[src/splc_pkg.sv]
// package for the serial port lock and configuration register bank
// assumes a single 50 MHz clock domain and a register access port from the serial engine
package splc_pkg;

  // ----------------------------------------------------------------
  // register offsets
  // ----------------------------------------------------------------
  localparam logic [15:0] ADDR_PHASE_LOSS = 16'hEC00;
  localparam logic [15:0] ADDR_PORT_LOCK = 16'hEC01;
  localparam logic [15:0] ADDR_HARMONIC_SETUP = 16'hE900;

  // ----------------------------------------------------------------
  // field positions and reset values
  // ----------------------------------------------------------------
  localparam int THRESH_LSB = 0;
  localparam int THRESH_MSB = 2;
  localparam int LINE_LSB = 3;
  localparam int LINE_MSB = 7;
  localparam int EXTREF_BIT = 0;
  localparam int LOCK_BIT = 1;
  localparam int TBASE_LSB = 8;
  localparam int TBASE_MSB = 9;
  localparam logic [2:0] THRESH_RST = 3'h7;
  localparam logic [4:0] LINE_RST = 5'h00;
  localparam logic [1:0] TBASE_RST = 2'h0;
  localparam logic EXTREF_RST = 1'b0;
  localparam logic [1:0] SS_TOGGLES = 2'h3;
  localparam logic [7:0] THRESH_DIV = 8'h08;
  localparam logic [7:0] LINE_RATE_HZ = 8'h32;

  // ----------------------------------------------------------------
  // types
  // ----------------------------------------------------------------
  typedef enum logic [1:0] {
    SPLC_PH_A,
    SPLC_PH_B,
    SPLC_PH_C
  } splc_phase_t;

  typedef enum {
    SPLC_I2C_OPEN,
    SPLC_SPI_OPEN,
    SPLC_I2C_LOCKED,
    SPLC_SPI_LOCKED
  } splc_port_state_t;

  typedef struct packed {
    logic wr;
    logic rd;
    logic [15:0] addr;
    logic [15:0] wdata;
  } splc_req_t;

  typedef struct packed {
    logic [2:0] threshold;
    logic [4:0] line_count;
    logic ext_ref;
    logic [1:0] time_base_sel;
  } splc_cfg_t;

endpackage : splc_pkg

[src/splc_ss_sync.sv]
// three flop synchroniser and edge detector for the slave select pin
// assumes the pin is asynchronous to mclk
`timescale 1ns/1ps
module splc_ss_sync (
  // clock and reset
  input wire logic mclk,
  input wire logic reset_n,
  // pin and event
  input wire logic slave_select_pin,
  output logic ss_edge
);

  typedef struct packed {
    logic s1;
    logic s2;
    logic s3;
    logic stable;
  } splc_sync_t;

  splc_sync_t st_r;
  splc_sync_t st_nxt;

  // ----------------------------------------------------------------
  // sync chain; change accepted once second and third stage agree
  // ----------------------------------------------------------------
  always_comb begin
    st_nxt = st_r;
    st_nxt.s1 = slave_select_pin;
    st_nxt.s2 = st_r.s1;
    st_nxt.s3 = st_r.s2;
    if (st_r.s2 == st_r.s3) begin
      st_nxt.stable = st_r.s3;
    end
  end

  // pin idles high, so reset to high avoids a false toggle
  always_ff @(posedge mclk) begin
    if (!reset_n) begin
      st_r <= '{s1: 1'b1, s2: 1'b1, s3: 1'b1, stable: 1'b1};
    end else begin
      st_r <= st_nxt;
    end
  end

  // a full low pulse counts as one toggle: taken on the rising edge
  assign ss_edge = st_nxt.stable & ~st_r.stable;

endmodule : splc_ss_sync

[src/splc_regs.sv]
// What this block does
// - time-base code 10 or reserved 11 selects phase C voltage
// - time-base bits 9:8: code 00 phase A, code 01 phase B
// - threshold equals full scale times bits 2:0 over eight, reset 111
// - period is (line count bits 7:3 plus one)/50 s, reset zero
// - reference bit 0 clear selects internal, set selects external reference
// - unlocked, three slave select toggles switch the device to SPI
// - on I2C, writing lock bit 1 freezes I2C; toggles then ignored
// - on SPI, any write to the lock register locks SPI for good
// - locked port choice survives every power state change
//
// register bank for the serial port lock and measurement setup
// assumes the serial engine issues one-cycle read/write strobes on mclk
`timescale 1ns/1ps
module splc_regs (
  // clock and reset
  input wire logic mclk,
  input wire logic reset_n,
  // register access from the serial engine
  input wire splc_pkg::splc_req_t req,
  output logic [15:0] rdata,
  output logic rvalid,
  // pins and system
  input wire logic slave_select_pin,
  input wire logic [1:0] power_state,
  // configuration out
  output splc_pkg::splc_cfg_t cfg,
  output splc_pkg::splc_phase_t time_base_phase,
  output logic [7:0] threshold_num,
  output logic [7:0] threshold_den,
  output logic [7:0] period_num,
  output logic [7:0] period_den,
  output logic spi_active,
  output logic port_locked
);

  typedef struct packed {
    splc_pkg::splc_cfg_t cfg;
    splc_pkg::splc_port_state_t port;
    logic [1:0] toggles;
    logic [15:0] rdata;
    logic rvalid;
  } splc_state_t;

  splc_state_t st_r;
  splc_state_t st_nxt;
  logic ss_edge;

  // ----------------------------------------------------------------
  // helpers
  // ----------------------------------------------------------------
  function automatic splc_pkg::splc_phase_t splc_phase_decode(input logic [1:0] code);
    case (code)
      2'h0: splc_phase_decode = splc_pkg::SPLC_PH_A;
      2'h1: splc_phase_decode = splc_pkg::SPLC_PH_B;
      default: splc_phase_decode = splc_pkg::SPLC_PH_C;
    endcase
  endfunction : splc_phase_decode

  function automatic logic splc_is_locked(input splc_pkg::splc_port_state_t p);
    splc_is_locked = (p == splc_pkg::SPLC_I2C_LOCKED) || (p == splc_pkg::SPLC_SPI_LOCKED);
  endfunction : splc_is_locked

  // ----------------------------------------------------------------
  // pin synchroniser
  // ----------------------------------------------------------------
  splc_ss_sync u_sync (
    .mclk(mclk),
    .reset_n(reset_n),
    .slave_select_pin(slave_select_pin),
    .ss_edge(ss_edge)
  );

  // ----------------------------------------------------------------
  // next state: register writes, reads and port selection
  // ----------------------------------------------------------------
  always_comb begin
    st_nxt = st_r;
    st_nxt.rvalid = req.rd;
    // register writes
    if (req.wr) begin
      case (req.addr)
        splc_pkg::ADDR_PHASE_LOSS: begin
          st_nxt.cfg.threshold = req.wdata[splc_pkg::THRESH_MSB:splc_pkg::THRESH_LSB];
          st_nxt.cfg.line_count = req.wdata[splc_pkg::LINE_MSB:splc_pkg::LINE_LSB];
        end
        splc_pkg::ADDR_PORT_LOCK: begin
          st_nxt.cfg.ext_ref = req.wdata[splc_pkg::EXTREF_BIT];
        end
        splc_pkg::ADDR_HARMONIC_SETUP: begin
          st_nxt.cfg.time_base_sel = req.wdata[splc_pkg::TBASE_MSB:splc_pkg::TBASE_LSB];
        end
        default: begin
        end
      endcase
    end
    // port selection; power_state is deliberately not an input here
    case (st_r.port)
      splc_pkg::SPLC_I2C_OPEN: begin
        if (req.wr && req.addr == splc_pkg::ADDR_PORT_LOCK && req.wdata[splc_pkg::LOCK_BIT]) begin
          st_nxt.port = splc_pkg::SPLC_I2C_LOCKED;
        end else if (ss_edge) begin
          if (st_r.toggles == splc_pkg::SS_TOGGLES - 2'h1) begin
            st_nxt.port = splc_pkg::SPLC_SPI_OPEN;
            st_nxt.toggles = 2'h0;
          end else begin
            st_nxt.toggles = st_r.toggles + 2'h1;
          end
        end
      end
      splc_pkg::SPLC_SPI_OPEN: begin
        if (req.wr && req.addr == splc_pkg::ADDR_PORT_LOCK) begin
          st_nxt.port = splc_pkg::SPLC_SPI_LOCKED;
        end
      end
      splc_pkg::SPLC_I2C_LOCKED: begin
        st_nxt.toggles = 2'h0;
      end
      splc_pkg::SPLC_SPI_LOCKED: begin
        st_nxt.toggles = 2'h0;
      end
      default: begin
        st_nxt.port = splc_pkg::SPLC_I2C_OPEN;
      end
    endcase
    // reads return stored fields; reserved bits as zero
    st_nxt.rdata = 16'h0000;
    if (req.rd) begin
      case (req.addr)
        splc_pkg::ADDR_PHASE_LOSS: st_nxt.rdata = {8'h00, st_r.cfg.line_count, st_r.cfg.threshold};
        splc_pkg::ADDR_PORT_LOCK: st_nxt.rdata = {14'h0000, splc_is_locked(st_r.port), st_r.cfg.ext_ref};
        splc_pkg::ADDR_HARMONIC_SETUP: st_nxt.rdata = {6'h00, st_r.cfg.time_base_sel, 8'h00};
        default: st_nxt.rdata = 16'h0000;
      endcase
    end
  end

  // ----------------------------------------------------------------
  // state register; only reset clears the lock
  // ----------------------------------------------------------------
  always_ff @(posedge mclk) begin
    if (!reset_n) begin
      st_r.cfg.threshold <= splc_pkg::THRESH_RST;
      st_r.cfg.line_count <= splc_pkg::LINE_RST;
      st_r.cfg.ext_ref <= splc_pkg::EXTREF_RST;
      st_r.cfg.time_base_sel <= splc_pkg::TBASE_RST;
      st_r.port <= splc_pkg::SPLC_I2C_OPEN;
      st_r.toggles <= 2'h0;
      st_r.rdata <= 16'h0000;
      st_r.rvalid <= 1'b0;
    end else begin
      st_r <= st_nxt;
    end
  end

  // ----------------------------------------------------------------
  // outputs; ratios kept as numerator/denominator for the dsp
  // ----------------------------------------------------------------
  assign cfg = st_r.cfg;
  assign rdata = st_r.rdata;
  assign rvalid = st_r.rvalid;
  assign time_base_phase = splc_phase_decode(st_r.cfg.time_base_sel);
  assign threshold_num = {5'h00, st_r.cfg.threshold};
  assign threshold_den = splc_pkg::THRESH_DIV;
  assign period_num = {3'h0, st_r.cfg.line_count} + 8'h01;
  assign period_den = splc_pkg::LINE_RATE_HZ;
  assign spi_active = (st_r.port == splc_pkg::SPLC_SPI_OPEN) || (st_r.port == splc_pkg::SPLC_SPI_LOCKED);
  assign port_locked = splc_is_locked(st_r.port);

  // ----------------------------------------------------------------
  // checks
  // ----------------------------------------------------------------
  // kept beside the port logic so that a silent port swap is caught where it happens
  // power_state feeds only the cover below: the port choice must not depend on it
  a_lock_holds: assert property (@(posedge mclk) disable iff (!reset_n)
    port_locked |=> port_locked && $stable(spi_active))
    else $error("locked port changed");
  a_i2c_lock_set: assert property (@(posedge mclk) disable iff (!reset_n)
    (!spi_active && !port_locked && req.wr && req.addr == splc_pkg::ADDR_PORT_LOCK && req.wdata[1])
      |=> port_locked && !spi_active)
    else $error("i2c lock not taken");
  a_spi_lock_set: assert property (@(posedge mclk) disable iff (!reset_n)
    (spi_active && !port_locked && req.wr && req.addr == splc_pkg::ADDR_PORT_LOCK) |=> port_locked && spi_active)
    else $error("spi lock not taken");
  a_no_spi_locked: assert property (@(posedge mclk) disable iff (!reset_n)
    (port_locked && !spi_active) |=> !spi_active)
    else $error("switched to spi after i2c lock");
  a_ss_ignored: assert property (@(posedge mclk) disable iff (!reset_n)
    (port_locked && !spi_active && ss_edge) |=> !spi_active && st_r.toggles == 2'h0)
    else $error("toggle counted after i2c lock");
  a_lock_rd: assert property (@(posedge mclk) disable iff (!reset_n)
    (req.rd && req.addr == splc_pkg::ADDR_PORT_LOCK) |=> rvalid && rdata[splc_pkg::LOCK_BIT] == $past(port_locked))
    else $error("lock state read back wrong");
  a_spi_entry: assert property (@(posedge mclk) disable iff (!reset_n)
    $rose(spi_active) |-> $past(ss_edge) && $past(st_r.toggles) == 2'h2)
    else $error("spi entered without three toggles");
  a_phase_c: assert property (@(posedge mclk) disable iff (!reset_n)
    cfg.time_base_sel[1] |-> time_base_phase == splc_pkg::SPLC_PH_C)
    else $error("code 1x not phase c");
  a_phase_ab: assert property (@(posedge mclk) disable iff (!reset_n)
    !cfg.time_base_sel[1] |-> time_base_phase == splc_pkg::splc_phase_t'(cfg.time_base_sel))
    else $error("phase a/b decode wrong");
  a_thresh_wr: assert property (@(posedge mclk) disable iff (!reset_n)
    (req.wr && req.addr == splc_pkg::ADDR_PHASE_LOSS) |=> threshold_num == {5'h00, $past(req.wdata[2:0])})
    else $error("threshold not written");
  a_period_wr: assert property (@(posedge mclk) disable iff (!reset_n)
    (req.wr && req.addr == splc_pkg::ADDR_PHASE_LOSS) |=> period_num == {3'h0, $past(req.wdata[7:3])} + 8'h01)
    else $error("period not written");
  a_ref_wr: assert property (@(posedge mclk) disable iff (!reset_n)
    (req.wr && req.addr == splc_pkg::ADDR_PORT_LOCK) |=> cfg.ext_ref == $past(req.wdata[0]))
    else $error("reference select not written");
  a_reset_open: assert property (@(posedge mclk)
    !reset_n |=> !port_locked && !spi_active)
    else $error("reset did not clear lock");

  c_spi_switch: cover property (@(posedge mclk) disable iff (!reset_n) $rose(spi_active));
  c_spi_lock: cover property (@(posedge mclk) disable iff (!reset_n) $rose(port_locked) && spi_active);
  c_i2c_lock: cover property (@(posedge mclk) disable iff (!reset_n) $rose(port_locked) && !spi_active);
  c_psm_locked: cover property (@(posedge mclk) disable iff (!reset_n) port_locked && $changed(power_state));

endmodule : splc_regs

[config.mk]
export PLATFORM = sky130hd
export DESIGN_NAME = splc_regs
export DESIGN_NICKNAME = d
export VERILOG_FILES = /design/src/splc_pkg.sv /design/src/splc_ss_sync.sv /design/src/splc_regs.sv
export SDC_FILE = /design/constraint.sdc
export NUM_CORES = 1
export LEC_CHECK = 0
export BUFFER_PORTS_ARGS = -buffer_cell sky130_fd_sc_hd__buf_2
export CAP_MARGIN = 10
export CELL_PAD_IN_SITES_DETAIL_PLACEMENT = 1
export CELL_PAD_IN_SITES_GLOBAL_PLACEMENT = 1
export CORE_ASPECT_RATIO = 0.8
export CORE_MARGIN = 3
export CORE_UTILIZATION = 27
export CTS_CLUSTER_DIAMETER = 120
export DETAILED_ROUTE_END_ITERATION = 12
export GPL_TIMING_DRIVEN = 0
export PLACE_DENSITY = 0.85
export SYNTH_ARGS = -nofsm -noshare
export SYNTH_HDL_FRONTEND = slang
export SYNTH_HIERARCHICAL = 1
export SYNTH_SLANG_ARGS = --single-unit
[constraint.sdc]
create_clock -name mclk -period 2.1 [get_ports mclk]
set_input_delay 0.42 -clock mclk [delete_from_list [all_inputs] [get_ports mclk]]
set_output_delay 0.42 -clock mclk [all_outputs]
set_load 0.1 [all_outputs]
==> results.cfg, run 1 <==
[drt]
wire_per_inst_um = 12.0
routed_wl_um = 4480
drt_iter0_markers = 35
drt-pass1-iter-count = 4
drc = 0
via_per_inst = 4.16
ant_nets = 0
routed-via-count = 1553

[grt]
antenna_found_initial = 0
grt_pass1_wl_um = 7210
grt_overflow = 0
grt_usage = 0.128
grt_max_degree = 11
grt_pass1_vias = 1542

[synth]
synthCells = 194
yosysTopAreaCell = dfxtp_1
ys_ff_latch = 30
netlist_area_sq_um = 1680
synth_edf_count = 0
yosysWarningCount = 6
synth_commonest_cells = 54 x buf_4, 30 x dfxtp_1, 10 x a21oi_1
synthMostInstantiatedCell = buf_4
synth_top_area_frac = 0.358
netlist_top_cells_area = dfxtp_1 36%, buf_4 24%, o31ai_1 3.6%
synth_seq_area_share = 0.358
async_flop_share = 0
ys_types = 38
yosys_most_used_dff = dfxtp_1
synth.avg_cell_area_sq_um = 8.64

[clock_tree]
cts_tree = yes
cts_sinks = 30
cts_made_buffers = 5
clkTransAtPathRegs_ns = 0.06
cts_root_buf = clkbuf_8
clk_path_buf_depth = 2
hold_buffers = 0
clkLatencyLatePin_ns = 0.28
htree_levels = 2
postCtsSetupRepairBufs = 0
cts_resized = 0

[outcome]
status = finished clean

[die]
core_sq_um = 5970
die_area_sq_um = 7200
start_util = 0.281
placement_rows = 25
io_pins = 103
die_w_um = 94.1
die_h_um = 76.5

[timing]
holdWs_ns = 0.330
rsz0062_at_grt = no
fin_crit_sh = 0.948
setup_viol_count_final = 0
tns_ns = 0
slew_violations = 0
slew_headroom = 0.644
final_hold_viol_count = 0
fmax_ghz = 0.502
clock_skew_ns = 0.00160
tightestPinTransition_ns = 0.526
min_period_ns = 1.99
fin_ws_ns = 0.109

[pwr]
ir_worst_vdd_uv = 158
switchingPower_mw = 0.482
power_leakage_nw = 1.15
comb_power_share = 0.260
power_density_nw_per_um2 = 585
internal_power_mw = 0.867
clkPwrFrac = 0.314
sw_frac_of_total = 0.358
power_frac_seq = 0.426

[hold_path]
hold_start = slave_select_pin
hold_path_class = input port to flip-flop

[worst_setup_path]
critPathArrivalTime_ns = 1.57
reg2reg_from = u_sync/st_nxt[1]$_SDFF_PN1_
end_kind = primary output
cpPeakStageDelay_ns = 0.42
crit_chain = ha_1 > nand3_1 > xnor2_2 > clkbuf_4
cp_num_buf_inv = 1
critPathRequiredTime_ns = 1.68
path_max_fanout = 5
r2r_setup_slack_ns = 0.90
timing.critical_path.from = cfg[3]$_SDFFE_PN0P_
crit_family = flip-flops
slowest_stage = dfxtp_1
crit_type = flip-flop to primary output
setup.worst_path.start_class = flip-flop

[place]
hpwl_um = 3700
preCtsSetupSlack_ns = -0.132
routabilityCongestion = 0.765
io_buffer_count = 64

[cells_and_area]
drive_gt1_frac = 0.455
antenna_cells = 0
nNetsFinal = 332
area_growth_pct = 37.5

[flow_run]
cap_violations = 0
-- through the flow --
| step | std cells | area (sq um) | power [mW] | util |
|---|---|---|---|---|
| floorplan | 221 | 1810 | 0.889 | - |
| global placement | 366 | 2230 | 0.932 | 0.373 |
| detailed placement | 366 | 2230 | 0.935 | 0.373 |
| CTS | 373 | 2300 | 1.36 | 0.386 |
| global route | 373 | 2310 | 1.40 | 0.386 |
| finish | 373 | 2310 | 1.35 | 0.386 |
-- power by group through the flow --
stage               combinational [mW]  clock (mW)  sequential (mW)
global route                     0.366       0.460            0.575
CTS                              0.349       0.440            0.574
detailed placement               0.349           0            0.587
finish                           0.351       0.424            0.574
global placement                 0.346           0            0.586
floorplan                        0.296           0            0.594
-- sequential cells by signal, summed over array words and instances, names as in the netlist --
| name | count |
|---|---|
| cfg | 11 |
| u_sync/st_nxt | 2 |
| st_r | 4 |
| rdata | 10 |
| rvalid | 1 |
| u_sync/st_r | 2 |
-- per-layer routing --
layer,GRT usage,share of wire
met3,0.0326,0.084
met2,0.208,0.48
met5,0,0
met1,0.156,0.43
met4,0.0592,0.0078
-- final cells by class --
cell class,count,area (sq um)
well taps,81,101
repair buffers,64,323
multi-input cells,123,746
fillers,742,3670
plain buffers,62,437
inverters,6,22.5
clock buffers,7,76.3
flip-flops and latches,30,601
-- cells by family after synthesis --
logic type | synth area share
fa+ha+maj | 0.00746
simple gates | 0.210
other cells | 0.00448
buf+inv | 0.274
flops | 0.358
xor+xnor | 0.0157
compound gates | 0.106
mux | 0.0239
-- final timing paths --
kind / to / depth (start not counted)
worst max register to register: st_r[18]$_SDFFE_PN0P_ / 5
worst max-delay path: period_num[4] / 4
worst min register to register: u_sync/st_nxt[1]$_SDFF_PN1_ / 1
worst min-delay path: u_sync/st_nxt[2]$_SDFF_PN1_ / 2
-- cells in the final DEF, fill, tap and decap left out, types with 3 or more instances in the layout --
| master | instances |
|---|---|
| o31ai_1 | 8 |
| inv_1 | 4 |
| nor3_1 | 3 |
| nor2_1 | 6 |
| nand2b_1 | 4 |
| mux2i_1 | 4 |
| a21oi_1 | 10 |
| nand4_1 | 8 |
| buf_2 | 64 |
| dfxtp_1 | 30 |
| clkbuf_1 | 8 |
| and2_1 | 8 |
| nor4_1 | 3 |
| nand2_1 | 8 |
| conb_1 | 29 |
| o21ai_1 | 4 |
| a31oi_1 | 5 |
| buf_4 | 54 |
| clkbuf_8 | 5 |
No activity file was read; power rests on OpenSTA's default activity.
==> run 2: changes to the inputs <==
--- a/config.mk
+++ b/config.mk
@@ -7,11 +7,9 @@
 export LEC_CHECK = 0
 export BUFFER_PORTS_ARGS = -buffer_cell sky130_fd_sc_hd__buf_2
 export CAP_MARGIN = 10
-export CELL_PAD_IN_SITES_DETAIL_PLACEMENT = 1
-export CELL_PAD_IN_SITES_GLOBAL_PLACEMENT = 1
 export CORE_ASPECT_RATIO = 0.8
 export CORE_MARGIN = 3
-export CORE_UTILIZATION = 27
+export CORE_UTILIZATION = 39
 export CTS_CLUSTER_DIAMETER = 120
 export DETAILED_ROUTE_END_ITERATION = 12
 export GPL_TIMING_DRIVEN = 0
==> run 2 against run 1 <==
Net effect: final cell count down 6.7%; sequential power hardly changed; routed wire length down 14%; critical path depth stayed put; combinational power about the same; flip-flop and latch count is the same; critical endpoint unchanged; largest cell class unchanged; largest power group unchanged; highest routed layer unchanged.
==> results.cfg, run 2 (synthesis results as in run 1) <==
[cells_and_area]
largest_reg_flops = 11
drive_gt1_frac = 0.461
top_regs = cfg: 11 flops, rdata: 10 flops, st_r: 4 flops
final_common_cell = buf_2
mostFrequentLayoutCells = 64 x buf_2, 55 x buf_4, 30 x dfxtp_1, 29 x conb_1, 10 x a21oi_1
final_cell_area_sq_um = 2300
antenna_cells = 0
top_register = cfg
area_growth_pct = 37.0
nNetsFinal = 332

[worst_setup_path]
cpPeakStageDelay_ns = 0.43
crit_family = flip-flops
setup.worst_path.start_class = flip-flop
path_max_fanout = 5
r2r_setup_slack_ns = 0.85
critPathArrivalTime_ns = 1.56
crit_chain = ha_1 > nand3_1 > xnor2_2 > buf_4
critPathRequiredTime_ns = 1.68
end_kind = primary output
crit_type = flip-flop to primary output
slowest_stage = dfxtp_1
cp_num_buf_inv = 1

[timing]
clock_skew_ns = 0.00487
rsz0062_at_grt = no
setup_viol_count_final = 0
final_hold_viol_count = 0
tns_ns = 0
fmax_ghz = 0.505
fin_crit_sh = 0.943
slew_headroom = 0.666
min_period_ns = 1.98
tightestPinTransition_ns = 0.501
slew_violations = 0

[die]
placement_rows = 20
die_h_um = 64.6
start_util = 0.424
die_w_um = 79.3
io_pins = 103
core_sq_um = 3950
die_area_sq_um = 5130

[pwr]
ir_worst_vdd_uv = 318
power_mw = 1.39
power_leakage_nw = 1.17
clkPwrFrac = 0.337
internal_power_mw = 0.903
power_frac_seq = 0.413
switchingPower_mw = 0.488
sw_frac_of_total = 0.351
power_density_nw_per_um2 = 606
comb_power_share = 0.250

[outcome]
status = finished clean

[place]
io_buffer_count = 64
routabilityCongestion = 0.826
placed_area_sq_um = 2190
hpwl_um = 3090

[clock_tree]
cts_tree = yes
cts_sinks = 30
cts_root_buf = clkbuf_8
clkLatencyLatePin_ns = 0.28
hold_buffers = 0
cts_made_buffers = 5
clk_path_buf_depth = 2
clkTransAtPathRegs_ns = 0.06
htree_levels = 2

[drt]
ant_nets = 0
via_per_inst = 4.43
wire_per_inst_um = 11.1
drc = 0
drt_iter0_markers = 115
routed_wl_um = 3880
drt-pass1-iter-count = 4
routed-via-count = 1541

[grt]
grt_usage = 0.152
grt_max_degree = 11
antenna_found_initial = 0
grt_pass1_vias = 1386
grt_pass1_wl_um = 6150
grt_overflow = 0

[hold_path]
hold_path_class = input port to flip-flop

[flow_run]
cap_violations = 0
[run 2: cell count changes in the layout (fill, tap and decap cells not counted)]
cell      before  now
clkbuf_4       1    0
buf_4         54   55
clkbuf_1       8    7
clkbuf_8       5    6
nor4_4         0    1
clkinv_2       0    1
nor4_2         1    0
[run 2: worst paths after layout]
path	startpoint	endpoint	depth (start not counted)
hold / removal	slave_select_pin	u_sync/st_nxt[2]$_SDFF_PN1_	2
setup / recovery	cfg[4]$_SDFFE_PN0P_	period_num[4]	4
hold reg to reg	u_sync/st_nxt[2]$_SDFF_PN1_	u_sync/st_nxt[1]$_SDFF_PN1_	1
setup reg to reg	u_sync/st_nxt[1]$_SDFF_PN1_	st_r[17]$_SDFFE_PN0P_	5
[run 2: final cells by class]
| type | count | area, sq um |
|---|---|---|
| fillers | 374 | 1660 |
| multi-input cells | 123 | 754 |
| flip-flops and latches | 30 | 601 |
| plain buffers | 62 | 437 |
| repair buffers | 64 | 323 |
| clock buffers | 7 | 86.3 |
| well taps | 55 | 68.8 |
| inverters | 6 | 22.5 |
| clock inverters | 1 | 5.00 |
[run 2: power groups by stage]
stage / logic (mW) / registers [mW] / clock network (mW)
2_1_floorplan: 0.296 / 0.594 / 0
3_3_place_gp: 0.343 / 0.587 / 0
3_5_place_dp: 0.344 / 0.587 / 0
4_1_cts: 0.344 / 0.574 / 0.480
5_1_grt: 0.362 / 0.574 / 0.506
6_report: 0.348 / 0.574 / 0.468
[run 2: metrics by stage]
step,utilization,hold slack [ns],worst slack [ns],instances
6_report,0.581,0.318,0.120,348
5_1_grt,0.581,0.326,0.0219,348
4_1_cts,0.579,0.313,0.112,348
3_5_place_dp,0.555,0.398,-0.133,340
3_3_place_gp,0.555,0.390,-0.0754,340
2_1_floorplan,-,0.386,0.0446,221
[run 2: worst register-to-register path, stage by stage, from the launching register on]
cell and delay, ns:
dfxtp_1 0.37, nand2_1 0.07, nor2_1 0.14, nand2b_1 0.08
a31oi_1 0.30, mux2i_1 0.22
[run 2: layer usage]
metal,share of wire,vias up,global-route usage
met4,0.017,0,0.0644
li1,-,782,-
met5,0,-,0
met2,0.47,76,0.247
met3,0.090,7,0.0389
met1,0.42,676,0.191
[run 2: timing repair]
item | in CTS | in global routing
endpoints found under the setup margin | 1 | 1
resized for setup | 1 | 1
buffers inserted | 0 | 0
hold endpoints to repair | 0 | 0
